### src/include/dbs_params.svh
// constants for the device and bus status register bank
// assumes the frame logic hands over 7-bit register addresses
// Notes on behaviour
// RULE1: device info bits 15 to 10 always read zero.
// RULE2: bit 9 shows CRC checking on; bits 9 and 8 readable always.
// RULE3: bit 8 latches on CRC failure, never on the static CRC sequence.
// RULE4: bits 7:6 prior state: 00 cleared, 01 restart after failure, 10 sleep.
// RULE5: prior state holds until software clears it back to 00.
// RULE6: sleep attempt with wake flags pending also reports the sleep code.
// RULE7: bit 4 mirrors software development mode, read only.
// RULE8: bits 3:2 count watchdog failures, saturate at 3, self clearing only.
// RULE9: bit 1 latches on invalid command, cleared only by a host clear.
// RULE10: reading device info register skips the frame CRC check.
// RULE11: soft reset zeroes device info; restart keeps bits 9:6 and 4:0.
// RULE12: bus status bits 15 to 7 always read zero.
// RULE13: bits 6:5 latch one LIN failure code.
// RULE14: bit 4 latches on CAN timeout until software clears it.
// RULE15: bit 3 latches on wake system error and blocks selective wake enable.
// RULE16: bits 2:1 latch one CAN failure code.
// RULE17: bit 0 latches on CAN supply undervoltage; transmitter off meanwhile.
// RULE18: undervoltage comparator works only in CAN normal or receive only.
// RULE19: soft reset zeroes bus status; restart keeps bits 6:0.
// RULE20: CAN timeout sets only with selective wake on; interrupts unless masked. Code also needs dev_normal_or_stop for the interrupt.
// RULE21: CAN timeout clear ignored until next falling edge of interrupt output.
// RULE22: system error sets on config error or count above 32, wake enabled.
// RULE23: latched bits hold after cause goes, cleared only by host clear.
`ifndef DBS_PARAMS_SVH
`define DBS_PARAMS_SVH
`define DBS_ADDR_DEV 7'h42
`define DBS_ADDR_BUS 7'h43
`define DBS_DEV_RST 16'h0000
`define DBS_BUS_RST 16'h0000
`define DBS_DEV_RD_MASK 16'h03DF
`define DBS_BUS_RD_MASK 16'h007F
`define DBS_M_CRC_FAIL 16'h0100
`define DBS_M_PRIOR 16'h00C0
`define DBS_M_SPI_FAIL 16'h0002
`define DBS_M_FAILURE 16'h0001
`define DBS_M_LIN 16'h0060
`define DBS_M_CTO 16'h0010
`define DBS_M_WKERR 16'h0008
`define DBS_M_CAN 16'h0006
`define DBS_M_VCAN 16'h0001
`define DBS_WD_MAX 2'h3
`define DBS_WU_ERR_LIMIT 6'h20
`endif

### src/include/dbs_pkg.sv
// types for the device and bus status register bank
// assumes dbs_params.svh is on the include path
`include "dbs_params.svh"
package dbs_pkg;
  typedef enum logic [1:0]
  {
    DBS_PRIOR_CLEARED = 2'h0,
    DBS_PRIOR_RESTART = 2'h1,
    DBS_PRIOR_SLEEP = 2'h2
  } dbs_prior_t;

  typedef enum logic [1:0]
  {
    DBS_CAN_OFF = 2'h0,
    DBS_CAN_RXONLY = 2'h1,
    DBS_CAN_NORMAL = 2'h3,
    DBS_CAN_WAKE = 2'h2
  } dbs_can_mode_t;

  typedef struct packed
  {
    logic en;
    logic [6:0] addr;
  } dbs_rd_req_t;

  typedef struct packed
  {
    logic en;
    logic [6:0] addr;
    logic [15:0] mask;
  } dbs_clr_req_t;

  typedef struct packed
  {
    logic [5:0] rsvd_hi;
    logic crc_stat;
    logic crc_fail;
    logic [1:0] prior_state_field;
    logic rsvd_5;
    logic software_development_mode;
    logic [1:0] watchdog_failure_counter;
    logic spi_fail;
    logic failure;
  } dbs_dev_word_t;

  typedef struct packed
  {
    logic [8:0] rsvd_hi;
    logic [1:0] lin_fail;
    logic can_timeout_flag;
    logic selective_wake_system_error;
    logic [1:0] can_fail;
    logic can_supply_undervoltage;
  } dbs_bus_word_t;
endpackage

### src/core/dbs_status_regs.sv
// device information and bus communication status registers
// assumes frame logic, monitors and interrupt pin logic all run on mclk
`timescale 1ns/1ns
`include "dbs_params.svh"
module dbs_status_regs
  import dbs_pkg::*;
(
  input wire logic mclk,
  input wire logic rst_b,
  input wire logic soft_rst,
  input wire dbs_rd_req_t rd_req,
  output logic [15:0] rd_data,
  output logic rd_valid,
  output logic crc_check_bypass,
  input wire dbs_clr_req_t clr_req,
  input wire logic crc_enabled,
  input wire logic crc_fail_evt,
  input wire logic crc_static_seq,
  input wire logic prior_fail_evt,
  input wire logic prior_sleep_evt,
  input wire logic software_development_mode,
  input wire logic wd_err_evt,
  input wire logic wd_service_ok,
  input wire logic spi_invalid_evt,
  input wire logic failure_evt,
  input wire logic lin_fail_evt,
  input wire logic [1:0] lin_fail_code,
  input wire logic can_fail_evt,
  input wire logic [1:0] can_fail_code,
  input wire logic selective_wake,
  input wire logic can_timeout_evt,
  input wire logic can_timeout_mask,
  input wire logic dev_normal_or_stop,
  input wire logic interrupt_output_b,
  input wire logic swu_cfg_err_evt,
  input wire logic [5:0] swu_err_count,
  input wire logic swu_enable_req,
  input wire dbs_can_mode_t can_mode,
  input wire logic can_uv_raw,
  output logic swu_enable_grant,
  output logic can_uv_comp_en,
  output logic can_tx_disable,
  output logic can_timeout_irq
);
  // ==========================================================
  // clear decode
  function automatic logic clr_hit(input dbs_clr_req_t r, input logic [6:0] a, input logic [15:0] m);
    return r.en && (r.addr == a) && (|(r.mask & m));
  endfunction

  wire clr_crc_fail = clr_hit(clr_req, `DBS_ADDR_DEV, `DBS_M_CRC_FAIL);
  wire clr_prior = clr_hit(clr_req, `DBS_ADDR_DEV, `DBS_M_PRIOR);
  wire clr_spi_fail = clr_hit(clr_req, `DBS_ADDR_DEV, `DBS_M_SPI_FAIL);
  wire clr_failure = clr_hit(clr_req, `DBS_ADDR_DEV, `DBS_M_FAILURE);
  wire clr_lin = clr_hit(clr_req, `DBS_ADDR_BUS, `DBS_M_LIN);
  wire clr_cto = clr_hit(clr_req, `DBS_ADDR_BUS, `DBS_M_CTO);
  wire clr_wkerr = clr_hit(clr_req, `DBS_ADDR_BUS, `DBS_M_WKERR);
  wire clr_can = clr_hit(clr_req, `DBS_ADDR_BUS, `DBS_M_CAN);
  wire clr_vcan = clr_hit(clr_req, `DBS_ADDR_BUS, `DBS_M_VCAN);

  // ==========================================================
  // device information fields
  logic crc_stat_ff;
  logic dev_mode_ff;
  dbs_prior_t prior_ff;
  dbs_prior_t nxt_prior;
  logic [1:0] wd_cnt_ff;
  logic [1:0] nxt_wd_cnt;
  logic crc_fail_q;
  logic spi_fail_q;
  logic failure_q;

  wire crc_fail_set = crc_fail_evt && !crc_static_seq; // RULE3

  assign nxt_prior = soft_rst ? DBS_PRIOR_CLEARED : // RULE11
                     prior_fail_evt ? DBS_PRIOR_RESTART : // RULE4
                     prior_sleep_evt ? DBS_PRIOR_SLEEP : // RULE6
                     clr_prior ? DBS_PRIOR_CLEARED : prior_ff; // RULE5

  // counter only moves on hardware events, host clears never reach it
  assign nxt_wd_cnt = soft_rst ? 2'h0 :
                      wd_err_evt ? ((wd_cnt_ff == `DBS_WD_MAX) ? `DBS_WD_MAX : 2'(wd_cnt_ff + 2'h1)) : // RULE8
                      wd_service_ok ? 2'h0 : wd_cnt_ff; // RULE8

  always_ff @(posedge mclk or negedge rst_b)
  begin
    if (!rst_b)
    begin
      crc_stat_ff <= 1'b0;
      dev_mode_ff <= 1'b0;
      prior_ff <= DBS_PRIOR_CLEARED;
      wd_cnt_ff <= 2'h0;
    end
    else
    begin
      crc_stat_ff <= crc_enabled && !soft_rst; // RULE2
      dev_mode_ff <= software_development_mode && !soft_rst; // RULE7
      prior_ff <= nxt_prior;
      wd_cnt_ff <= nxt_wd_cnt;
    end
  end

  dbs_sticky_bit u_crc_fail
  (
    .mclk(mclk),
    .rst_b(rst_b),
    .soft_rst(soft_rst),
    .set_evt(crc_fail_set),
    .clr_req(clr_crc_fail),
    .q(crc_fail_q)
  );

  // only a host clear command or soft reset clears this flag
  dbs_sticky_bit u_spi_fail
  (
    .mclk(mclk),
    .rst_b(rst_b),
    .soft_rst(soft_rst),
    .set_evt(spi_invalid_evt),
    .clr_req(clr_spi_fail), // RULE9
    .q(spi_fail_q)
  );

  dbs_sticky_bit u_failure
  (
    .mclk(mclk),
    .rst_b(rst_b),
    .soft_rst(soft_rst),
    .set_evt(failure_evt),
    .clr_req(clr_failure),
    .q(failure_q)
  );

  // ==========================================================
  // bus communication fields
  logic [1:0] lin_ff;
  logic [1:0] nxt_lin;
  logic [1:0] can_ff;
  logic [1:0] nxt_can;
  logic cto_blk_ff;
  logic int_prev_ff;
  logic cto_q;
  logic wkerr_q;
  logic vcan_q;

  // first code is kept until cleared; a new event beats the clear
  assign nxt_lin = soft_rst ? 2'h0 : // RULE19
                   (lin_fail_evt && ((lin_ff == 2'h0) || clr_lin)) ? lin_fail_code : // RULE13
                   clr_lin ? 2'h0 : lin_ff;
  assign nxt_can = soft_rst ? 2'h0 :
                   (can_fail_evt && ((can_ff == 2'h0) || clr_can)) ? can_fail_code : // RULE16
                   clr_can ? 2'h0 : can_ff;

  wire cto_set = can_timeout_evt && selective_wake; // RULE20
  wire int_fall = int_prev_ff && !interrupt_output_b;
  wire cto_clr_eff = clr_cto && !cto_blk_ff; // RULE21
  wire wkerr_set = selective_wake && (swu_cfg_err_evt || (swu_err_count > `DBS_WU_ERR_LIMIT)); // RULE22
  wire can_uv_now = can_uv_raw && can_uv_comp_en;

  always_ff @(posedge mclk or negedge rst_b)
  begin
    if (!rst_b)
    begin
      lin_ff <= 2'h0;
      can_ff <= 2'h0;
      cto_blk_ff <= 1'b0;
      int_prev_ff <= 1'b1;
    end
    else
    begin
      lin_ff <= nxt_lin;
      can_ff <= nxt_can;
      cto_blk_ff <= !soft_rst && (cto_set || (cto_blk_ff && !int_fall)); // RULE21
      int_prev_ff <= interrupt_output_b;
    end
  end

  dbs_sticky_bit u_cto
  (
    .mclk(mclk),
    .rst_b(rst_b),
    .soft_rst(soft_rst),
    .set_evt(cto_set),
    .clr_req(cto_clr_eff), // RULE14
    .q(cto_q)
  );

  dbs_sticky_bit u_wkerr
  (
    .mclk(mclk),
    .rst_b(rst_b),
    .soft_rst(soft_rst),
    .set_evt(wkerr_set),
    .clr_req(clr_wkerr),
    .q(wkerr_q)
  );

  dbs_sticky_bit u_vcan
  (
    .mclk(mclk),
    .rst_b(rst_b),
    .soft_rst(soft_rst),
    .set_evt(can_uv_now),
    .clr_req(clr_vcan),
    .q(vcan_q)
  );

  assign can_uv_comp_en = (can_mode == DBS_CAN_NORMAL) || (can_mode == DBS_CAN_RXONLY); // RULE18
  assign can_tx_disable = can_uv_now; // RULE17
  assign swu_enable_grant = swu_enable_req && !wkerr_q; // RULE15
  assign can_timeout_irq = cto_q && can_timeout_mask && dev_normal_or_stop; // RULE20

  // ==========================================================
  // read path
  dbs_dev_word_t dev_word;
  dbs_bus_word_t bus_word;
  logic [15:0] rd_data_ff;
  logic rd_valid_ff;

  assign dev_word = '{rsvd_hi: 6'h00, crc_stat: crc_stat_ff, crc_fail: crc_fail_q, // RULE1
                      prior_state_field: prior_ff, rsvd_5: 1'b0, software_development_mode: dev_mode_ff,
                      watchdog_failure_counter: wd_cnt_ff, spi_fail: spi_fail_q, failure: failure_q};
  assign bus_word = '{rsvd_hi: 9'h000, lin_fail: lin_ff, can_timeout_flag: cto_q, // RULE12
                      selective_wake_system_error: wkerr_q, can_fail: can_ff,
                      can_supply_undervoltage: vcan_q};

  wire rd_dev = rd_req.addr == `DBS_ADDR_DEV;
  wire rd_bus = rd_req.addr == `DBS_ADDR_BUS;
  wire [15:0] rd_mux = rd_dev ? dev_word : (rd_bus ? bus_word : 16'h0000);

  always_ff @(posedge mclk or negedge rst_b)
  begin
    if (!rst_b)
    begin
      rd_data_ff <= 16'h0000;
      rd_valid_ff <= 1'b0;
    end
    else
    begin
      rd_data_ff <= rd_req.en ? rd_mux : rd_data_ff;
      rd_valid_ff <= rd_req.en;
    end
  end

  assign rd_data = rd_data_ff;
  assign rd_valid = rd_valid_ff;
  assign crc_check_bypass = rd_req.en && rd_dev; // RULE10
endmodule

### src/core/dbs_sticky_bit.sv
// one latched status flag
// assumes set, clear and soft reset come from the mclk domain
`timescale 1ns/1ns
module dbs_sticky_bit
(
  input wire logic mclk,
  input wire logic rst_b,
  input wire logic soft_rst,
  input wire logic set_evt,
  input wire logic clr_req,
  output logic q
);
  logic flag_ff;
  logic nxt_flag;

  // set wins over a clear in the same cycle
  assign nxt_flag = soft_rst ? 1'b0 : (set_evt ? 1'b1 : (clr_req ? 1'b0 : flag_ff)); // RULE23

  always_ff @(posedge mclk or negedge rst_b)
  begin
    if (!rst_b)
      flag_ff <= 1'b0;
    else
      flag_ff <= nxt_flag;
  end

  assign q = flag_ff;
endmodule

### config.mk
export PLATFORM = sky130hd
export DESIGN_NAME = dbs_status_regs
export DESIGN_NICKNAME = d
export VERILOG_FILES = /design/src/include/dbs_pkg.sv /design/src/core/dbs_status_regs.sv /design/src/core/dbs_sticky_bit.sv
export VERILOG_INCLUDE_DIRS = /design/src /design/src/include
export SDC_FILE = /design/constraint.sdc
export NUM_CORES = 1
export LEC_CHECK = 0
export BUFFER_PORTS_ARGS = -buffer_cell sky130_fd_sc_hd__buf_2
export CAP_MARGIN = 0
export CORE_ASPECT_RATIO = 1.1
export CORE_MARGIN = 10
export CORE_UTILIZATION = 35
export CTS_CLUSTER_SIZE = 16
export DETAILED_ROUTE_END_ITERATION = 6
export PLACE_DENSITY = 0.65
export RECOVER_POWER = 100
export SETUP_SLACK_MARGIN = 0.05
export SLEW_MARGIN = 20
export SYNTH_ARGS = -nofsm -noshare
export SYNTH_HDL_FRONTEND = slang
export SYNTH_HIERARCHICAL = 1
export SYNTH_SLANG_ARGS = --single-unit
### constraint.sdc
create_clock -name mclk -period 1.3 [get_ports mclk]
set_input_delay 0.065 -clock mclk [delete_from_list [all_inputs] [get_ports mclk]]
set_output_delay 0.065 -clock mclk [all_outputs]
set_load 0.005 [all_outputs]
[Word-level counts from Yosys, hierarchy flattened]
Cells that the tools add are included.
Storage, ports and cells
  flip-flop bits (word level): 35
  bits of input ports: 67
  output and inout bits: 22
  logic and storage cells: 112
Cells by class
  add/sub/neg operators: 1
  magnitude comparators: 1
  equality and inequality tests: 7
  multiplexer cells: 34
  reductions and logical operators: 53
Operators by type and width (number)
  equality test 7 bit, second input constant: 4
  2-to-1 mux 2 bit: 14
  logical AND 1 bit: 27
  nonzero test 3 bit: 9
  2-to-1 mux 1 bit: 18
  2-to-1 mux 16 bit: 1
  2-to-1 mux 7 bit: 1
  greater-than comparator 6 bit, second input constant: 1
  zero test 1 bit: 6
  OR reduction 2 bit: 3
  logical OR 1 bit: 5
  equality test 2 bit, second input constant: 2
  zero test 2 bit: 2
  nonzero test 4 bit: 1
  adder 2 x 1 -> 2 bit, second input constant: 1
  equality test 2 x 1 -> 1 bit, second input constant: 1

[Depth between registers and ports, before layout]
Gate-level depths: netlist of run 1.
  depth in word-level cells: 7
  mapped depth: 5
  mapped depth without buffers: 5

[Cells and area by module]
Netlist of run 1, hierarchy kept.
Modules (own cells, without submodules)
  dbs_status_regs: instances 1, cells an instance 142, area an instance 1362.6 um^2
  dbs_sticky_bit: instances 6, cells an instance 4, area an instance 43.8 um^2

[Least setup slack after synthesis of run 1]
OpenSTA, ideal clock, no wires.
  path type: input -> register
  start point: input swu_err_count[0]
  end point: register u_wkerr.flag_ff (netlist: u_wkerr/q)
  setup time: 0.117 ns
  arrival time: 0.985 ns
  data required time: 1.183 ns
  slack: 0.198 ns
  cell stages on the path: 5
  path buffers: 0
  cell sequence: or4_1 o21a_1 o21a_1 inv_1 a21oi_2
On the way
  longest elaborated chain between the ends: 5
Ends and longest elaborated chain
  start, declared: line dbs_status_regs.sv:36  | input wire logic [5:0] swu_err_count,
  greater-than comparator 6 bit (no source line) (*)
  logical OR 1 bit (*): line dbs_status_regs.sv:157  | wire wkerr_set = selective_wake && (swu_cfg_err_evt || (swu_err_count > `DBS_WU_ERR_LIMIT));
  logical AND 1 bit (*): line dbs_status_regs.sv:157
  via wkerr_set: line dbs_status_regs.sv:157
  2-to-1 mux 1 bit (2 in series): line dbs_sticky_bit.sv:17  | assign nxt_flag = soft_rst ? 1'b0 : (set_evt ? 1'b1 : (clr_req ? 1'b0 : flag_ff));
  end signal, assigned: line dbs_sticky_bit.sv:24  | flag_ff <= nxt_flag;
  end, declared: line dbs_sticky_bit.sv:13  | logic flag_ff;
Mark *: on every way through the listed nets, which the timed path passes. The rest lies on a longest branch.
A chain may end at the register's enable or synchronous reset.

[Final worst setup path of run 1]
  start point: input clr_req[20] (netlist name)
  end point: register u_failure.flag_ff (netlist: u_failure/q)
On the way
  longest elaborated chain between the ends: 4
Ends and longest elaborated chain
  start, declared: line dbs_status_regs.sv:15  | input wire dbs_clr_req_t clr_req,
  equality test 7 bit: line dbs_status_regs.sv:48  | return r.en && (r.addr == a) && (|(r.mask & m));
  logical AND 1 bit (2 in series): line dbs_status_regs.sv:48
  via clr_failure: line dbs_status_regs.sv:54  | wire clr_failure = clr_hit(clr_req, `DBS_ADDR_DEV, `DBS_M_FAILURE);
  nonzero test 3 bit (no source line)
  end signal, assigned: line dbs_sticky_bit.sv:24
  end, declared: line dbs_sticky_bit.sv:13
The timed path passes the listed nets, and every way through them passes these cells.

==> run_results.csv, run 1 <==
group,metric,value,unit
placement,finalWeightedCongestion,0.778,
floorplan,die_x,85.0,um
placement,dpl_cell_area,2040,um2
drt,vias_per_cell,4.81,
setup_path,critical_path_class,"in -> reg",
layout,utilization,48.5,%
clock_network,path_clk_slew,60,ps
clock_network,cts-root-buf,"clkbuf_8",
global_route,track_usage,10.9,%
worst_hold_path,hp-class,"in -> reg",
synth,synth.yosys.warnings,6,
placement,dp_hpwl,3.49,mm
timing,period_share,82.6,%
timing,drv_slew,0,
timing,max_freq,931,MHz
clock_network,cts_tree,"built",
drt,drc,0,
layout,multi_input_area,737,um2
drt,ant_nets,0,
setup_path,end_kind,"flip-flop",
clock_network,insertion_delay,270,ps
global_route,grt_pass1_wl,7.04,mm
global_route,antenna_found_initial,0,
power_and_ir_drop,power.leakage,0.959,nW
layout,layout_commonest_cell,"buf_2",
status,outcome,"complete, no violations",
clock_network,numCtsBuffers,5,
placement,portBuffers,74,
timing,period_minus_slack,1070,ps
layout,regArea,727,um2
layout,drive_gt1_share,33.6,%
timing,hold_ws,11.7,ps
layout,nNetsFinal,316,
clock_network,clock_path_buffers,2,
floorplan,die_h,91.5,um
clock_network,cts_num_sinks,29,
floorplan,dieArea,7770,um2
clock_network,cts_resized,0,
timing,worst_pin_slew,697,ps
synth,ys_types,36,
layout,fin_area,2120,um2
layout,nFillCells,458,
setup_path,crit_fanout,7,
layout,layout-area-overhead-vs-synth,30.7,%
timing,clock_skew,4.37,ps
floorplan,start_util,37.1,%
clock_network,htree_num_levels,2,
timing,finalSetupViolCount,0,
timing,hold_viol_final,0,
global_route,grt_max_degree,30,
timing,rsz0062_at_grt,"no",
power_and_ir_drop,max-vdd-ir-drop,0.000312,V
synth,syn_area_per_cell,9.79,um2
synth,syn_area,1630,um2
global_route,grt_pass1_vias,1553,
drt,wl_per_cell,14.2,um
run,max_cap_viol_count,0,
setup_path,critPathLaunchType,"input pin",
synth,ys_seq_elements,29,
synth,synth_cells,166,
setup_path,worstPathArrival,1240,ps
floorplan,ios,89,
drt,vias,1461,
layout,final_cell_mix,"buf_2, dfrtp_1, inv_1",
power_and_ir_drop,power_density,925,nW/um2
floorplan,core_area,4380,um2
timing,fin_setup_tns,0,ps
layout,diodes,0,
power_and_ir_drop,total_power,0.00197,W
drt,routed_wl,4.32,mm
drt,drt_iter0_drc,39,
drt,drt_pass1_iterations,4,
setup_path,critPathRequiredTime,1470,ps
synth,ys_seq_area_share,44.7,%
timing,max-slew-margin-rel,53.5,%
global_route,grt_overflow_total,0,
floorplan,row_count,25,
worst max-delay path, stage by stage:
cell and delay (ps):
buf_2 90, nand4bb_1 340, nor4_2 280, buf_4 180
and2_1 120, nand2b_1 110, a21oi_2 50
state kept, by name, summed over array words and instances, names as in the netlist, 2 cells and up:
| register | cells |
|---|---|
| rd_data | 10 |
| can_ff | 2 |
| lin_ff | 2 |
| prior_ff | 2 |
| wd_cnt_ff | 2 |
final timing paths:
path / startpoint / end / slack [ps] / cells past startpoint
worst max-delay path: clr_req[20] / u_failure/q / 230 / 7
worst min-delay path: software_development_mode / dev_mode_ff / 10 / 2
worst max register to register: can_ff[0] / rd_data[1] / 280 / 3
worst min register to register: cto_blk_ff / cto_blk_ff / 500 / 2
max in group asynchronous: rst_b / cto_blk_ff / 480 / 2
min in group asynchronous: rst_b / rd_data[7] / 370 / 2
Yosys cell counts (all sizes together):
master | number | share of area [%]
nand4bb | 2 | 3.4
o21a | 2 | 0.92
nor2 | 7 | 1.6
nor3b | 1 | 0.46
nand3 | 1 | 0.31
a31oi | 1 | 0.39
nand3b | 2 | 0.92
o22ai | 7 | 2.7
buf | 9 | 3.7
conb | 1 | 0.23
a21oi | 10 | 4.5
and2 | 7 | 2.7
or3 | 1 | 0.39
a2111oi | 1 | 0.54
nor2b | 5 | 1.9
dfstp | 1 | 1.6
o21ai | 3 | 0.92
o32ai | 3 | 1.6
a41oi | 3 | 1.6
nor4b | 5 | 3.1
o311ai | 3 | 1.6
and3 | 1 | 0.39
and3b | 1 | 0.54
or4 | 4 | 1.8
inv | 22 | 5.1
nand2 | 10 | 2.3
clkbuf | 4 | 0.92
nand2b | 8 | 3.1
dfrtp | 28 | 43
o211ai | 5 | 2.3
mux2 | 6 | 4.2
nor4 | 2 | 1.2
layer usage:
layer | share of wire, % | up-vias | wire [um] | global-route usage [%]
met3 | 8.1 | 6 | 351 | 4.02
met4 | 1.5 | 0 | 65 | 5.36
li1 | - | 741 | - | -
met2 | 48 | 52 | 2060 | 17.7
met1 | 43 | 662 | 1850 | 12.2
met5 | 0 | - | 0 | 0
logic make-up (layout without fill, tap and decap cells):
kind of cell | after synthesis | count (layout) | share of synthesized area (%)
and+or+nand+nor | 57 | 57 | 24.1
AOI/OAI and AO/OA | 38 | 38 | 17.1
buffers and inverters | 35 | 114 | 9.70
DFF | 29 | 29 | 44.7
muxes | 6 | 6 | 4.16
other | 1 | 6 | 0.231
final cells by class:
| type | instances | area share (%) |
|---|---|---|
| inverters | 22 | 3.89 |
| clock buffers | 6 | 3.42 |
| clock inverters | 2 | 0.471 |
| flip-flops and latches | 29 | 34.2 |
| multi-input cells | 107 | 34.7 |
| well taps | 54 | 3.18 |
| repair buffers | 84 | 20.1 |
per-stage QoR:
step	worst slack, ps	cells
final	226	304
after global routing	125	304
after CTS	91.8	302
after detailed placement	54.1	291
after global placement	67.6	291
after floorplan	198	171
where the power goes:
part	total (W)	switching, W	internal, W
clock network	0.000689	0.000320	0.000369
registers	0.000977	0.0000294	0.000948
logic	0.000300	0.000148	0.000152
timing repair:
action / in CTS / in global routing
hold endpoints to repair: 30 / 0
endpoints found under the setup margin: 0 / 1
hold buffers: 3 / 0
setup buffers: 0 / 2
No activity file was read; power rests on OpenSTA's default activity.
==> run 2, diff against run 1 <==
- clock period: 1.3 -> 1.1 ns (I/O delays scaled with it)
==> run 2 against run 1 <==
Net effect: worst hold slack lost 5.2 ps; routed wire length grew 4.0%; design area grew 5.1%; via count grew 1.9%; first-iteration DRC count grew 5.1%; sequential share of layout area shrank 1.6 points; sequential power grew 18%; clock-buffer cell count is the same; die area is the same; combinational power grew 37%; critical endpoint is now lin_ff[0]; largest cell class unchanged.
==> run_results.csv, run 2 (synthesis gave the netlist of run 1 again) <==
group,metric,value,unit
placement,finalWeightedCongestion,0.739,
timing,period_minus_slack,1020,ps
global_route,grt_pass1_vias,1565,
clock_network,cts_num_sinks,29,
global_route,grt_max_degree,23,
timing,max_freq,979,MHz
global_route,grt_pass1_wl,7.38,mm
setup_path,crit_path_start,"lin_ff[0]",
setup_path,critPathRequiredTime,1230,ps
floorplan,row_count,25,
timing,period_share,92.8,%
floorplan,ios,89,
layout,final_cell_mix,"buf_2, dfrtp_1, inv_1, clkbuf_1, nand2_1",
clock_network,cts_tree,"built",
drt,ant_nets,0,
timing,worst_pin_slew,536,ps
global_route,antenna_found_initial,0,
placement,portBuffers,74,
drt,drt_pass1_iterations,4,
layout,largest_reg_flops,10,
layout,layout_commonest_cell,"buf_2",
timing,drv_slew,0,
floorplan,dieArea,7770,um2
global_route,track_usage,11.3,%
drt,vias_per_cell,4.76,
timing,finalSetupViolCount,0,
worst_hold_path,hp-class,"in -> reg",
power_and_ir_drop,power.leakage,1.01,nW
worst_hold_path,min_from,"crc_enabled",
floorplan,die_h,91.5,um
drt,drt_iter0_drc,41,
clock_network,htree_num_levels,2,
timing,max-slew-margin-rel,64.3,%
clock_network,numCtsBuffers,5,
run,max_cap_viol_count,0,
setup_path,worstPathArrival,1150,ps
layout,multi_input_area,788,um2
drt,vias,1489,
global_route,grt_overflow_total,0,
timing,hold_viol_final,0,
setup_path,critical_path_class,"reg -> reg",
placement,dpl_cell_area,2080,um2
layout,diodes,0,
clock_network,insertion_delay,280,ps
setup_path,crit_fanout,3,
drt,routed_wl,4.50,mm
layout,regArea,727,um2
drt,wl_per_cell,14.4,um
drt,drc,0,
floorplan,start_util,37.1,%
power_and_ir_drop,total_power,0.00239,W
setup_path,end_kind,"flip-flop",
setup_path,r2r-start,"lin_ff[0]",
layout,fin_area,2230,um2
floorplan,die_x,85.0,um
layout,nFillCells,452,
setup_path,critPathLaunchType,"flip-flop",
power_and_ir_drop,power_density,1070,nW/um2
layout,layout-area-overhead-vs-synth,37.3,%
timing,clock_skew,5.49,ps
clock_network,clock_path_buffers,2,
timing,rsz0062_at_grt,"yes",
floorplan,core_area,4380,um2
clock_network,cts-root-buf,"clkbuf_8",
placement,dp_hpwl,3.65,mm
layout,nNetsFinal,325,
clock_network,path_clk_slew,60,ps
layout,drive_gt1_share,36.3,%
power_and_ir_drop,max-vdd-ir-drop,0.000529,V
status,outcome,"complete, no violations",
[run 2: per-layer routing]
layer	GRT usage (%)	vias up	routed length (um)
met3	4.20	6	367
met2	18.8	55	2160
met1	12.5	670	1900
met5	0	-	0
li1	-	758	-
met4	4.95	0	70
[run 2: power breakdown]
part,leakage [nW],switching [W],internal (W)
Combinational,0.583,0.000198,0.000214
Sequential,0.383,0.0000345,0.00112
Clock,0.0450,0.000386,0.000437
Total,1.01,0.000619,0.00177
[run 2: what timing repair did]
action,4_1_cts,5_1_grt
buffers inserted,2,3
hold endpoints to repair,21,0
pin swaps,2,3
endpoints found under the setup margin,2,5
hold buffers,4,0
resized for setup,0,7
[run 2: layout make-up]
class                           count  area share [%]
Inverter                           22            3.70
Multi-Input combinational cell    107            35.3
Timing Repair Buffer               93            21.7
Clock inverter                      2           0.448
Tap cell                           54            3.03
Clock buffer                        6            3.25
Sequential cell                    29            32.6
[run 2: path summary, 6_finish.rpt]
check	end	slack, ps	depth (start not counted)
worst max-delay path	lin_ff[0]	80	3
worst min-delay path	crc_stat_ff	7	2
worst max register to register	lin_ff[0]	80	3
worst min register to register	cto_blk_ff	510	2
max in group asynchronous	wd_cnt_ff[1]	220	3
min in group asynchronous	u_failure/q	290	2
[run 2: metrics by stage]
| step | instances | hold WS, ps | setup TNS (ps) | utilization (%) | setup WS (ps) |
|---|---|---|---|---|---|
| 5_1_grt | 313 | 13.4 | 0 | 51.0 | 33.2 |
| 3_3_place_gp | 296 | 35.1 | -438 | 47.5 | -103 |
| 2_1_floorplan | 171 | -241 | 0 | - | 7.89 |
| 3_5_place_dp | 296 | 44.2 | -1020 | 47.5 | -122 |
| 4_1_cts | 310 | 7.26 | 0 | 50.7 | 66.0 |
| 6_report | 313 | 6.58 | 0 | 51.0 | 78.7 |
[run 2: worst max-delay path, stage by stage (launching register included)]
cell and delay [ps]:
dfrtp_1 400, nor4b_4 140, a41oi_1 190, o311ai_1 150
